**config.mk**
```make
export PLATFORM = sky130hd
export DESIGN_NAME = osd_window2_preamp_regs
export DESIGN_NICKNAME = d
export VERILOG_FILES = /design/src/osd_regs_pkg.sv /design/src/osd_window2_preamp_regs.sv
export VERILOG_INCLUDE_DIRS = /design/src
export SDC_FILE = /design/constraint.sdc
export NUM_CORES = 1
export LEC_CHECK = 0
export ABC_CLOCK_PERIOD_IN_PS = 6100
export BUFFER_PORTS_ARGS = -buffer_cell sky130_fd_sc_hd__buf_2
export CORE_MARGIN = 3
export CORE_UTILIZATION = 60
export DETAILED_ROUTE_END_ITERATION = 7
export GPL_ROUTABILITY_DRIVEN = 0
export PLACE_DENSITY_LB_ADDON = 0.12
export SETUP_SLACK_MARGIN = 0.05
export SLEW_MARGIN = 5
export SYNTH_ARGS = -nofsm -noshare
export SYNTH_HDL_FRONTEND = slang
export SYNTH_SLANG_ARGS = --single-unit
```
**constraint.sdc**
```tcl
create_clock -name CLK_IN -period 6.1 [get_ports CLK_IN]
set_input_delay 0.305 -clock CLK_IN [delete_from_list [all_inputs] [get_ports CLK_IN]]
set_output_delay 0.305 -clock CLK_IN [all_outputs]
set_load 0.02 [all_outputs]
```
**src/osd_regs_defines.svh**
```systemverilog
// Register offsets, reset values and display constants of the window 2 and preamp bank
`ifndef OSD_REGS_DEFINES_SVH
`define OSD_REGS_DEFINES_SVH

// ---------------------------------------------------------------
// Register offsets (16-bit serial bus register address)
// ---------------------------------------------------------------
`define OFS_W2_VSTART 16'h8419
`define OFS_W2_BASE_LO 16'h841A
`define OFS_W2_BASE_HI 16'h841B
`define OFS_W2_COL_B0 16'h841C
`define OFS_W2_COL_B1 16'h841D
`define OFS_W2_COL_B2 16'h841E
`define OFS_W2_COL_B3 16'h841F
`define OFS_BLUE_GAIN 16'h8430
`define OFS_GREEN_GAIN 16'h8431
`define OFS_RED_GAIN 16'h8432
`define OFS_CONTRAST 16'h8433
`define OFS_DAC_ONE 16'h8434
`define OFS_DAC_TWO 16'h8435
`define OFS_DAC_THREE 16'h8436
`define OFS_ANALOG_CFG 16'h8438

// ---------------------------------------------------------------
// Field positions and reset values
// ---------------------------------------------------------------
`define BASE_HI_BIT 0
`define GAIN_MSB 6
`define CFG_FS_BIT 5
`define RST_BYTE 8'h00
`define RST_GAIN 7'h00
`define RST_BASE 9'h000
`define RST_COLS 32'h0000_0000

// ---------------------------------------------------------------
// Display constants
// ---------------------------------------------------------------
`define VSTART_SHIFT 1
`define COL_NORMAL_PX 5'h0C
`define COL_WIDE_PX 5'h18
`define BYTE_BITS 4'h8

`endif

```
**src/osd_regs_pkg.sv**
```systemverilog
// Types shared by the window 2 and preamp register bank
package osd_regs_pkg;

   // ---------------------------------------------------------------
   // Serial bus slave states
   // ---------------------------------------------------------------
   typedef enum logic [3:0] {
      S_IDLE,
      S_DEV,
      S_DEV_ACK,
      S_AHI,
      S_AHI_ACK,
      S_ALO,
      S_ALO_ACK,
      S_WR,
      S_WR_ACK,
      S_RD,
      S_RD_ACK
   } bus_state_t;

endpackage

```
**src/osd_window2_preamp_regs.sv**
```systemverilog
// OSD window 2 and preamp control register bank behind a serial control bus slave
`timescale 1ns/10ps
`include "osd_regs_defines.svh"
// What this block does
// - Window 2 top position equals twice the vertical start register value.
// - Vertical start counts pairs of scan lines, not character lines.
// - Nine low bits of base register give window 2 page RAM start.
// - First RAM location at that base is the first row-start code.
// - Each of 32 bits selects 12 or 24 pixel width for its column.
// - Double-width columns repeat every font pixel on two adjacent positions.
// - Characters beyond the 32nd in a row are always normal width.
// - Blue, green, red gains are seven low bits of three registers.
// - One seven-bit contrast value applies to all three colour channels.
// - DACs one to three each take their own full 8-bit code register.
// - One shared config bit sets full scale of DACs one to three.
// - Full scale is 4.5V with the bit clear, 2.5V with it set.
module osd_window2_preamp_regs #(
   parameter logic [6:0] DEV_ADDR = 7'h2A, // Arbitrary bus address
   parameter int NUM_WIDE_COLS = 32
) (
   // Clock and reset
   input wire logic CLK_IN,
   input wire logic ARST_N_IN,
   // Serial control bus pins
   input wire logic SCL_IN,
   input wire logic SDA_IN,
   output logic SDA_OUT,
   output logic SDA_OE_OUT,
   // Character generator column query
   input wire logic [5:0] COL_INDEX_IN,
   output logic [4:0] COL_WIDTH_PX_OUT,
   output logic PIXEL_REPEAT_OUT,
   // Window 2 placement
   output logic [8:0] WIN2_TOP_LINE_OUT,
   output logic [8:0] WIN2_ROW_START_ADDR_OUT,
   // Video channel gains
   output logic [6:0] BLUE_GAIN_OUT,
   output logic [6:0] GREEN_GAIN_OUT,
   output logic [6:0] RED_GAIN_OUT,
   output logic [6:0] CONTRAST_GAIN_OUT,
   // Bias and brightness DACs
   output logic [7:0] DAC_ONE_OUT,
   output logic [7:0] DAC_TWO_OUT,
   output logic [7:0] DAC_THREE_OUT,
   output logic DAC_FS_LOW_OUT
);
   import osd_regs_pkg::*;

   // ---------------------------------------------------------------
   // Elaboration checks
   // ---------------------------------------------------------------
   if (NUM_WIDE_COLS != 32) begin : g_bad_cols
      $error("Column enable register is fixed at 32 bits");
   end

   // ---------------------------------------------------------------
   // Pin synchronisers and bus events
   // ---------------------------------------------------------------
   logic scl_s1_reg, scl_s2_reg, scl_s3_reg;
   logic sda_s1_reg, sda_s2_reg, sda_s3_reg;

   always_ff @(posedge CLK_IN or negedge ARST_N_IN) begin
      if (!ARST_N_IN) begin
         {scl_s1_reg, scl_s2_reg, scl_s3_reg} <= 3'h7;
         {sda_s1_reg, sda_s2_reg, sda_s3_reg} <= 3'h7;
      end else begin
         {scl_s1_reg, scl_s2_reg, scl_s3_reg} <= {SCL_IN, scl_s1_reg, scl_s2_reg};
         {sda_s1_reg, sda_s2_reg, sda_s3_reg} <= {SDA_IN, sda_s1_reg, sda_s2_reg};
      end
   end

   wire scl_rise = scl_s2_reg & ~scl_s3_reg;
   wire scl_fall = ~scl_s2_reg & scl_s3_reg;
   wire bus_start = scl_s2_reg & scl_s3_reg & sda_s3_reg & ~sda_s2_reg;
   wire bus_stop = scl_s2_reg & scl_s3_reg & ~sda_s3_reg & sda_s2_reg;

   // ---------------------------------------------------------------
   // Register storage and bus slave state
   // ---------------------------------------------------------------
   logic [7:0] vstart_reg;
   logic [8:0] base_reg;
   logic [31:0] cols_reg;
   logic [6:0] blue_reg, green_reg, red_reg, contrast_reg;
   logic [7:0] dac_one_reg, dac_two_reg, dac_three_reg, cfg_reg;
   bus_state_t state_reg;
   logic [3:0] bit_cnt_reg;
   logic [7:0] shift_reg;
   logic [15:0] addr_reg;
   logic rw_reg;
   logic sda_oe_reg;
   logic mnack_reg;
   logic [7:0] rdata;

   wire byte_done = (bit_cnt_reg == `BYTE_BITS);
   wire dev_match = (shift_reg[7:1] == DEV_ADDR);
   wire wr_en = scl_fall & (state_reg == S_WR) & byte_done;
   wire [15:0] addr_inc = addr_reg + 16'h0001;

   always_ff @(posedge CLK_IN or negedge ARST_N_IN) begin
      if (!ARST_N_IN) begin
         state_reg <= S_IDLE;
         bit_cnt_reg <= 4'h0;
         shift_reg <= `RST_BYTE;
         addr_reg <= 16'h0000;
         rw_reg <= 1'b0;
         sda_oe_reg <= 1'b0;
         mnack_reg <= 1'b0;
      end else if (bus_start) begin
         state_reg <= S_DEV;
         bit_cnt_reg <= 4'h0;
         sda_oe_reg <= 1'b0;
      end else if (bus_stop) begin
         state_reg <= S_IDLE;
         sda_oe_reg <= 1'b0;
      end else if (scl_rise) begin
         if (state_reg == S_RD_ACK) begin
            mnack_reg <= sda_s2_reg;
         end else if (state_reg == S_DEV || state_reg == S_AHI ||
                      state_reg == S_ALO || state_reg == S_WR) begin
            shift_reg <= {shift_reg[6:0], sda_s2_reg};
            bit_cnt_reg <= bit_cnt_reg + 4'h1;
         end
      end else if (scl_fall) begin
         unique case (state_reg)
            S_IDLE: sda_oe_reg <= 1'b0;
            S_DEV: begin
               if (byte_done) begin
                  rw_reg <= shift_reg[0];
                  sda_oe_reg <= dev_match;
                  state_reg <= dev_match ? S_DEV_ACK : S_IDLE;
               end
            end
            S_DEV_ACK: begin
               bit_cnt_reg <= rw_reg ? 4'h1 : 4'h0;
               shift_reg <= rdata;
               sda_oe_reg <= rw_reg & ~rdata[7];
               state_reg <= rw_reg ? S_RD : S_AHI;
            end
            S_AHI: begin
               if (byte_done) begin
                  addr_reg[15:8] <= shift_reg;
                  sda_oe_reg <= 1'b1;
                  state_reg <= S_AHI_ACK;
               end
            end
            S_AHI_ACK: begin
               bit_cnt_reg <= 4'h0;
               sda_oe_reg <= 1'b0;
               state_reg <= S_ALO;
            end
            S_ALO: begin
               if (byte_done) begin
                  addr_reg[7:0] <= shift_reg;
                  sda_oe_reg <= 1'b1;
                  state_reg <= S_ALO_ACK;
               end
            end
            S_ALO_ACK, S_WR_ACK: begin
               if (state_reg == S_WR_ACK) begin
                  addr_reg <= addr_inc;
               end
               bit_cnt_reg <= 4'h0;
               sda_oe_reg <= 1'b0;
               state_reg <= S_WR;
            end
            S_WR: begin
               if (byte_done) begin
                  sda_oe_reg <= 1'b1;
                  state_reg <= S_WR_ACK;
               end
            end
            S_RD: begin
               if (byte_done) begin
                  addr_reg <= addr_inc;
                  sda_oe_reg <= 1'b0;
                  state_reg <= S_RD_ACK;
               end else begin
                  shift_reg <= {shift_reg[6:0], 1'b0};
                  sda_oe_reg <= ~shift_reg[6];
                  bit_cnt_reg <= bit_cnt_reg + 4'h1;
               end
            end
            S_RD_ACK: begin
               bit_cnt_reg <= 4'h1;
               shift_reg <= rdata;
               sda_oe_reg <= ~mnack_reg & ~rdata[7];
               state_reg <= mnack_reg ? S_IDLE : S_RD;
            end
         endcase
      end
   end

   // ---------------------------------------------------------------
   // Address decode and read-back
   // ---------------------------------------------------------------
   wire sel_vstart = (addr_reg == `OFS_W2_VSTART);
   wire sel_base_lo = (addr_reg == `OFS_W2_BASE_LO);
   wire sel_base_hi = (addr_reg == `OFS_W2_BASE_HI);
   wire sel_col0 = (addr_reg == `OFS_W2_COL_B0);
   wire sel_col1 = (addr_reg == `OFS_W2_COL_B1);
   wire sel_col2 = (addr_reg == `OFS_W2_COL_B2);
   wire sel_col3 = (addr_reg == `OFS_W2_COL_B3);
   wire sel_blue = (addr_reg == `OFS_BLUE_GAIN);
   wire sel_green = (addr_reg == `OFS_GREEN_GAIN);
   wire sel_red = (addr_reg == `OFS_RED_GAIN);
   wire sel_contrast = (addr_reg == `OFS_CONTRAST);
   wire sel_dac_one = (addr_reg == `OFS_DAC_ONE);
   wire sel_dac_two = (addr_reg == `OFS_DAC_TWO);
   wire sel_dac_three = (addr_reg == `OFS_DAC_THREE);
   wire sel_cfg = (addr_reg == `OFS_ANALOG_CFG);

   // Unused gain and base high bits read as zero, config byte reads back whole; unmapped addresses read zero
   assign rdata = sel_vstart ? vstart_reg :
                  sel_base_lo ? base_reg[7:0] :
                  sel_base_hi ? {7'h00, base_reg[8]} :
                  sel_col0 ? cols_reg[7:0] :
                  sel_col1 ? cols_reg[15:8] :
                  sel_col2 ? cols_reg[23:16] :
                  sel_col3 ? cols_reg[31:24] :
                  sel_blue ? {1'b0, blue_reg} :
                  sel_green ? {1'b0, green_reg} :
                  sel_red ? {1'b0, red_reg} :
                  sel_contrast ? {1'b0, contrast_reg} :
                  sel_dac_one ? dac_one_reg :
                  sel_dac_two ? dac_two_reg :
                  sel_dac_three ? dac_three_reg :
                  sel_cfg ? cfg_reg : `RST_BYTE;

   // ---------------------------------------------------------------
   // Register writes
   // ---------------------------------------------------------------
   always_ff @(posedge CLK_IN or negedge ARST_N_IN) begin
      if (!ARST_N_IN) begin
         vstart_reg <= `RST_BYTE;
         base_reg <= `RST_BASE;
         cols_reg <= `RST_COLS;
         {blue_reg, green_reg, red_reg, contrast_reg} <= {4{`RST_GAIN}};
         {dac_one_reg, dac_two_reg, dac_three_reg, cfg_reg} <= {4{`RST_BYTE}};
      end else if (wr_en) begin
         if (sel_vstart) vstart_reg <= shift_reg;
         if (sel_base_lo) base_reg[7:0] <= shift_reg;
         if (sel_base_hi) base_reg[8] <= shift_reg[`BASE_HI_BIT];
         if (sel_col0) cols_reg[7:0] <= shift_reg;
         if (sel_col1) cols_reg[15:8] <= shift_reg;
         if (sel_col2) cols_reg[23:16] <= shift_reg;
         if (sel_col3) cols_reg[31:24] <= shift_reg;
         if (sel_blue) blue_reg <= shift_reg[`GAIN_MSB:0];
         if (sel_green) green_reg <= shift_reg[`GAIN_MSB:0];
         if (sel_red) red_reg <= shift_reg[`GAIN_MSB:0];
         if (sel_contrast) contrast_reg <= shift_reg[`GAIN_MSB:0];
         if (sel_dac_one) dac_one_reg <= shift_reg;
         if (sel_dac_two) dac_two_reg <= shift_reg;
         if (sel_dac_three) dac_three_reg <= shift_reg;
         if (sel_cfg) cfg_reg <= shift_reg;
      end
   end

   // ---------------------------------------------------------------
   // Column width lookup and outputs
   // ---------------------------------------------------------------
   logic [4:0] col_px_reg;
   logic repeat_reg;
   wire col_in_range = (COL_INDEX_IN < 6'(NUM_WIDE_COLS));
   wire col_wide = col_in_range & cols_reg[COL_INDEX_IN[4:0]];

   always_ff @(posedge CLK_IN or negedge ARST_N_IN) begin
      if (!ARST_N_IN) begin
         col_px_reg <= `COL_NORMAL_PX;
         repeat_reg <= 1'b0;
      end else begin
         col_px_reg <= col_wide ? `COL_WIDE_PX : `COL_NORMAL_PX;
         repeat_reg <= col_wide;
      end
   end

   assign SDA_OUT = 1'b0;
   assign SDA_OE_OUT = sda_oe_reg;
   assign COL_WIDTH_PX_OUT = col_px_reg;
   assign PIXEL_REPEAT_OUT = repeat_reg;
   // Top line in scan lines, twice the vertical start value
   assign WIN2_TOP_LINE_OUT = {vstart_reg, 1'b0};
   assign WIN2_ROW_START_ADDR_OUT = base_reg;
   assign BLUE_GAIN_OUT = blue_reg;
   assign GREEN_GAIN_OUT = green_reg;
   assign RED_GAIN_OUT = red_reg;
   assign CONTRAST_GAIN_OUT = contrast_reg;
   assign DAC_ONE_OUT = dac_one_reg;
   assign DAC_TWO_OUT = dac_two_reg;
   assign DAC_THREE_OUT = dac_three_reg;
   assign DAC_FS_LOW_OUT = cfg_reg[`CFG_FS_BIT];
endmodule

```
After elaboration in Yosys (flattened, before gate mapping). Cells that the tools add are included.

Equal/unequal tests: 45. Muxes and demuxes: 59. Add/subtract/negate cells: 2. Order comparisons: 2. Bitwise operators: 22. Reduce and logical (&&, ||, !) cells: 40.

Operators with widths (number): == test 16 bit, second input constant (15); 2-to-1 mux 8 bit (21); 2-to-1 mux 4 bit (18); one-hot mux 8 bit (3 select lines) (2); one-hot mux 4 bit (9 select lines) (1); 2-to-1 mux 16 bit (2); AND reduction 2 bit (15); != test 4 bit, second input constant (6); AND reduction 8 bit (3); adder 16 x 1 -> 16 bit, second input constant (1); == test 4 x 3 -> 1 bit, second input constant (4); == test 4 bit, second input constant (4); one-hot mux 4 bit (4 select lines) (1); one-hot mux 8 bit (2 select lines) (1); nonzero test 3 bit (5); AND 1 bit (12); != test 2 bit, second input constant (6); AND reduction 6 bit (2); nonzero test 11 bit (1); inverter 1 bit (10); 2-to-1 mux 1 bit (9); == test 4 x 2 -> 1 bit, second input constant (2); AND reduction 4 bit (2); == test 7 x 6 -> 1 bit, second input constant (1); 20 further kinds (26).

Output and inout port bits: 79. Input port bits: 10. Register bits after elaboration: 156. Word-level logic and storage cells: 201.

Logic depth before layout (Yosys ltp).
Word-level depth: 23. Mapped depth: 10. Depth with buffers taken out: 8.

Least setup slack after synthesis. OpenSTA, ideal clock, no wires.

Path type: flip-flop to flip-flop. Start point: reg addr_reg[8]. End point: reg dac_two_reg[0] (netlist: DAC_TWO_OUT[0]). Stages on the path, launching flop included: 8. Period minus slack after synthesis: 2.475 ns. Arrival: 2.351 ns. Library setup time: 0.125 ns. Data required time: 5.975 ns. Path buffers: 2. Slack: 3.625 ns. Cell sequence: dfrtp_1 > or4_4 > buf_6 > buf_2 > nor4_1 > nand2_1 > nor2_4 > mux2_2.

Longest elaborated chain between the ends: 2.

Ends and longest elaborated chain: start, declared (line osd_window2_preamp_regs.sv:88) `logic [15:0] addr_reg;`; start signal, assigned (line osd_window2_preamp_regs.sv:141) `addr_reg[15:8] <= shift_reg;`; start signal, assigned (line osd_window2_preamp_regs.sv:160) `addr_reg <= addr_inc;`; start signal, assigned (line osd_window2_preamp_regs.sv:174) `addr_reg <= addr_inc;`; == test 16 bit (no source line); AND reduction 2 bit (no source line); end signal, assigned (line osd_window2_preamp_regs.sv:238) `` {dac_one_reg, dac_two_reg, dac_three_reg, cfg_reg} <= {4{`RST_BYTE}}; ``; end signal, assigned (line osd_window2_preamp_regs.sv:252) `if (sel_dac_two) dac_two_reg <= shift_reg;`; end, declared (line osd_window2_preamp_regs.sv:84) `logic [7:0] dac_one_reg, dac_two_reg, dac_three_reg, cfg_reg;`.

No other way between the ends. A chain may end at the register's enable or synchronous reset.

Final worst setup path.
Start point: reg addr_reg[8]. End point: reg red_reg[3] (netlist: RED_GAIN_OUT[3]).

Longest elaborated chain between the ends: 2.

Ends and longest elaborated chain: == test 16 bit (no source line); AND reduction 2 bit (no source line); end signal, assigned (line osd_window2_preamp_regs.sv:237) `` {blue_reg, green_reg, red_reg, contrast_reg} <= {4{`RST_GAIN}}; ``; end signal, assigned (line osd_window2_preamp_regs.sv:249) `` if (sel_red) red_reg <= shift_reg[`GAIN_MSB:0]; ``; end, declared (line osd_window2_preamp_regs.sv:83) `logic [6:0] blue_reg, green_reg, red_reg, contrast_reg;`.

No other way between the ends.

==> results.yml <==
synth:
  synthTopCellsByArea: "dfrtp_1 (41%), mux2_2 (14%), a21oi_1 (3.2%)"
  synth_edf_count: 0
  synth-seq-area-share_pct: 43.49
  ys_seq_elements: 152
  synth_top_cell_by_area: "dfrtp_1"
  syn_avg_cell_area_sq_um: 10.27
  synthXorXnorAreaFrac_pct: 0.09990
  synth_top_area_share_pct: 41.39
  synth_top_family_by_area: "multiplexers"
  synth_top_flop_cell: "dfrtp_1"
  synth.distinct_cells: 78
  synthCells: 854
  synth_adder_area_share_pct: 1.284
  syn_area_sq_mm: 0.008767
  synth-async-reset-ratio_pct: 100.0
  ys.warnings.count: 0
  muxShareOfSynthArea_pct: 17.30
  synth-compound-area-share_pct: 16.27
  yosys.area_share.simple_pct: 17.11
detailed_routing:
  drtIter0Drc: 825
  wire_per_inst_microns: 23.46
  vias_per_cell: 6.945
  vias: 7584
  drtPass1Iterations: 8
  antenna_left: 0
  drcViolationCount: 3
  wirelength_mm: 25.62
timing:
  rsz0062_at_grt: "false"
  finalSetupViolCount: 0
  min_period_ps: 3570
  final_max_slew_viol_count: 0
  hold_viol_final: 0
  fin_setup_tns_ps: 0
  max_freq_ghz: 0.2801
  worstMarginPinSlew_ps: 1272
  finalCritPeriodShare_pct: 58.53
  fin_skew_ps: 9.568
  relSlewSlack_pct: 15.01
die:
  die_area_sq_mm: 0.01610
  die_x_microns: 126.9
  initial_core_util_pct: 62.20
  core_sq_mm: 0.01410
  die_y_microns: 126.9
  rows: 43
  pin_count: 89
placement:
  dp_hpwl_mm: 17.26
  io_buffers: 83
  post-place-cells: 1057
cts:
  clkTransAtPathRegs_ps: 70
  clkSinkCount: 152
  cts_buffers: 17
  post_cts_buffers: 0
  cts-root-buf: "clkbuf_16"
  cts_tree: "done"
  h-tree-depth: 4
  clk_path_buf_depth: 2
  clock_latency_ps: 430
finish:
  drive_gt1_share_pct: 30.48
  final_nets: 918
  largest_register_ffs: 32
  diodes: 0
  fillers: 1043
  fin_cells: 1092
  area_growth_pct: 12.15
power:
  switching_power_mw: 1.223
  p_comb_share_pct: 22.9
  seqPwrFrac_pct: 42.3
  intPower_mw: 1.959
  swShare_pct: 38.44
  power.leakage_nw: 4.464
  p_per_area_mw_per_mm2: 323.7
  power_frac_clock_pct: 34.8
  p_total_mw: 3.183
  irDropWorstVdd_mv: 0.2372
grt:
  grt_max_degree: 80
  first_global_vias: 7516
  antenna_found_initial: 0
  grt_pass1_wl_mm: 40.85
  grt_overflow_total: 0
  grt_usage_pct: 32.31
worst_setup_path:
  worstRegToRegCells: 5
  cp.required_ps: 6410
  r2r-start: "addr_reg[8]$_DFFE_PN0P_"
  cp_max_fo: 24
  path_class: "register to register"
  start_kind: "register"
  cp-end-kind: "register"
  cp_data_arrival_time_ps: 3880
  r2r-end: "RED_GAIN_OUT[3]$_DFFE_PN0P_"
  reg2reg_setup_slack_ps: 2530
worst_hold_path:
  hold_class: "primary input to register"
  hold_depth: 2
  whs_endpoint: "COL_WIDTH_PX_OUT[2]$_DFF_PN1_"
  hp-start: "COL_INDEX_IN[5]"
outcome:
  outcome: "complete, but fails checks"
  violations: "DRC"
run:
  cap_violations: 0
[layout make-up]
| cell class | count | area, sq um | area share, % |
|---|---|---|---|
| Clock inverter | 14 | 180.2 | 1.833 |
| Timing Repair Buffer | 93 | 504.2 | 5.129 |
| Clock buffer | 18 | 439.2 | 4.467 |
| Sequential cell | 152 | 3812 | 38.78 |
| Inverter | 22 | 82.58 | 0.8399 |
| Multi-Input combinational cell | 613 | 4588 | 46.67 |
| Tap cell | 180 | 225.2 | 2.291 |
[cells by family (layout without fill, tap and decap cells)]
| kind of cell | after synthesis | in the layout |
|---|---|---|
| adder cells (fa/ha/maj) | 9 | 9 |
| flip-flops | 152 | 152 |
| buffers and inverters | 92 | 147 |
| AO/OA/AOI/OAI | 210 | 210 |
| other | 2 | 5 |
| XOR/XNOR | 1 | 1 |
| AND/OR/NAND/NOR | 263 | 263 |
| multiplexers | 125 | 125 |
[synthesized netlist by cell type (5+ instances only)]
library cell	instances
inv_1	22
o211ai_1	7
nor2_1	30
buf_4	6
or3_1	6
nor4_2	6
a21oi_1	56
clkbuf_1	56
a22oi_1	8
and3_1	7
o31a_1	5
o2bb2ai_1	5
o21ai_0	39
nand4_1	10
dfstp_2	7
and2_1	8
a21o_1	6
nand3b_1	7
mux2_2	112
nor3_1	19
or4_1	6
o221ai_1	7
nand3_1	40
nand2b_1	10
nor2b_1	10
o2111ai_1	7
a211oi_1	11
o22ai_1	9
buf_2	6
nand2_1	67
ha_1	9
mux4_2	10
dfrtp_1	145
nor4_1	6
[power groups by stage]
stage,clock network (mW),registers [mW],logic (mW)
2_1_floorplan,0,1.16,0.642
3_3_place_gp,0,1.34,0.676
3_5_place_dp,0,1.35,0.702
4_1_cts,1.12,1.33,0.709
5_1_grt,1.17,1.36,0.793
6_report,1.11,1.35,0.727
[placed cells by master, fill, tap and decap left out, drive strengths merged, types with 14 or more instances in the layout]
master | synthesis | layout
dfrtp | 145 | 145
clkbuf | 56 | 18
mux2 | 112 | 112
inv | 22 | 30
nand3 | 40 | 40
a21oi | 56 | 56
nor4 | 14 | 14
buf | 14 | 90
o21ai | 39 | 39
nor2 | 35 | 35
nand2 | 67 | 67
nor3 | 20 | 20
[critical path, cell delays in order, from the launching register on]
cell and delay [ps]:
dfrtp_1 440, nor4_1 850, and4_1 880, nand2_1 350, nor2_1 520, mux2_2 410
[metal layers]
layer | global-route usage [%] | vias up | share of wire (%)
met1 | 41.59 | 3716 | 39
li1 | - | 3309 | -
met5 | 0 | - | 0
met4 | 14.32 | 0 | 4.1
met3 | 7.874 | 97 | 8.9
met2 | 52.09 | 462 | 48
[how the worst max path moves through the flow]
stage | startpoint | endpoint | slack [ps]
6_report | addr_reg[8]$_DFFE_PN0P_ | RED_GAIN_OUT[3]$_DFFE_PN0P_ | 2530
5_1_grt | addr_reg[8]$_DFFE_PN0P_ | RED_GAIN_OUT[3]$_DFFE_PN0P_ | 2230
4_1_cts | addr_reg[8]$_DFFE_PN0P_ | RED_GAIN_OUT[3]$_DFFE_PN0P_ | 2580
3_5_place_dp | addr_reg[8]$_DFFE_PN0P_ | RED_GAIN_OUT[4]$_DFFE_PN0P_ | 2670
3_3_place_gp | addr_reg[8]$_DFFE_PN0P_ | RED_GAIN_OUT[5]$_DFFE_PN0P_ | 2890
2_1_floorplan | addr_reg[8]$_DFFE_PN0P_ | DAC_TWO_OUT[0]$_DFFE_PN0P_ | 3620
[through the flow]
stage                     instance area, sq um  hold WS, ps  util, %  setup WS (ps)
after detailed placement                  9178        348.1    65.11           2667
final                                     9832        81.15    69.75           2530
after global routing                      9832        61.23    69.75           2228
after floorplan                           8778        9.409        -           3625
after CTS                                 9827        65.70    69.71           2580
after global placement                    9178        350.1    65.11           2890
[timing repair]
item,4_1_cts,5_1_grt
endpoints found under the setup margin,0,0
hold buffers,3,0
hold endpoints to repair,74,0
gates resized for setup,0,0
Power figures use the tool's default switching activity.
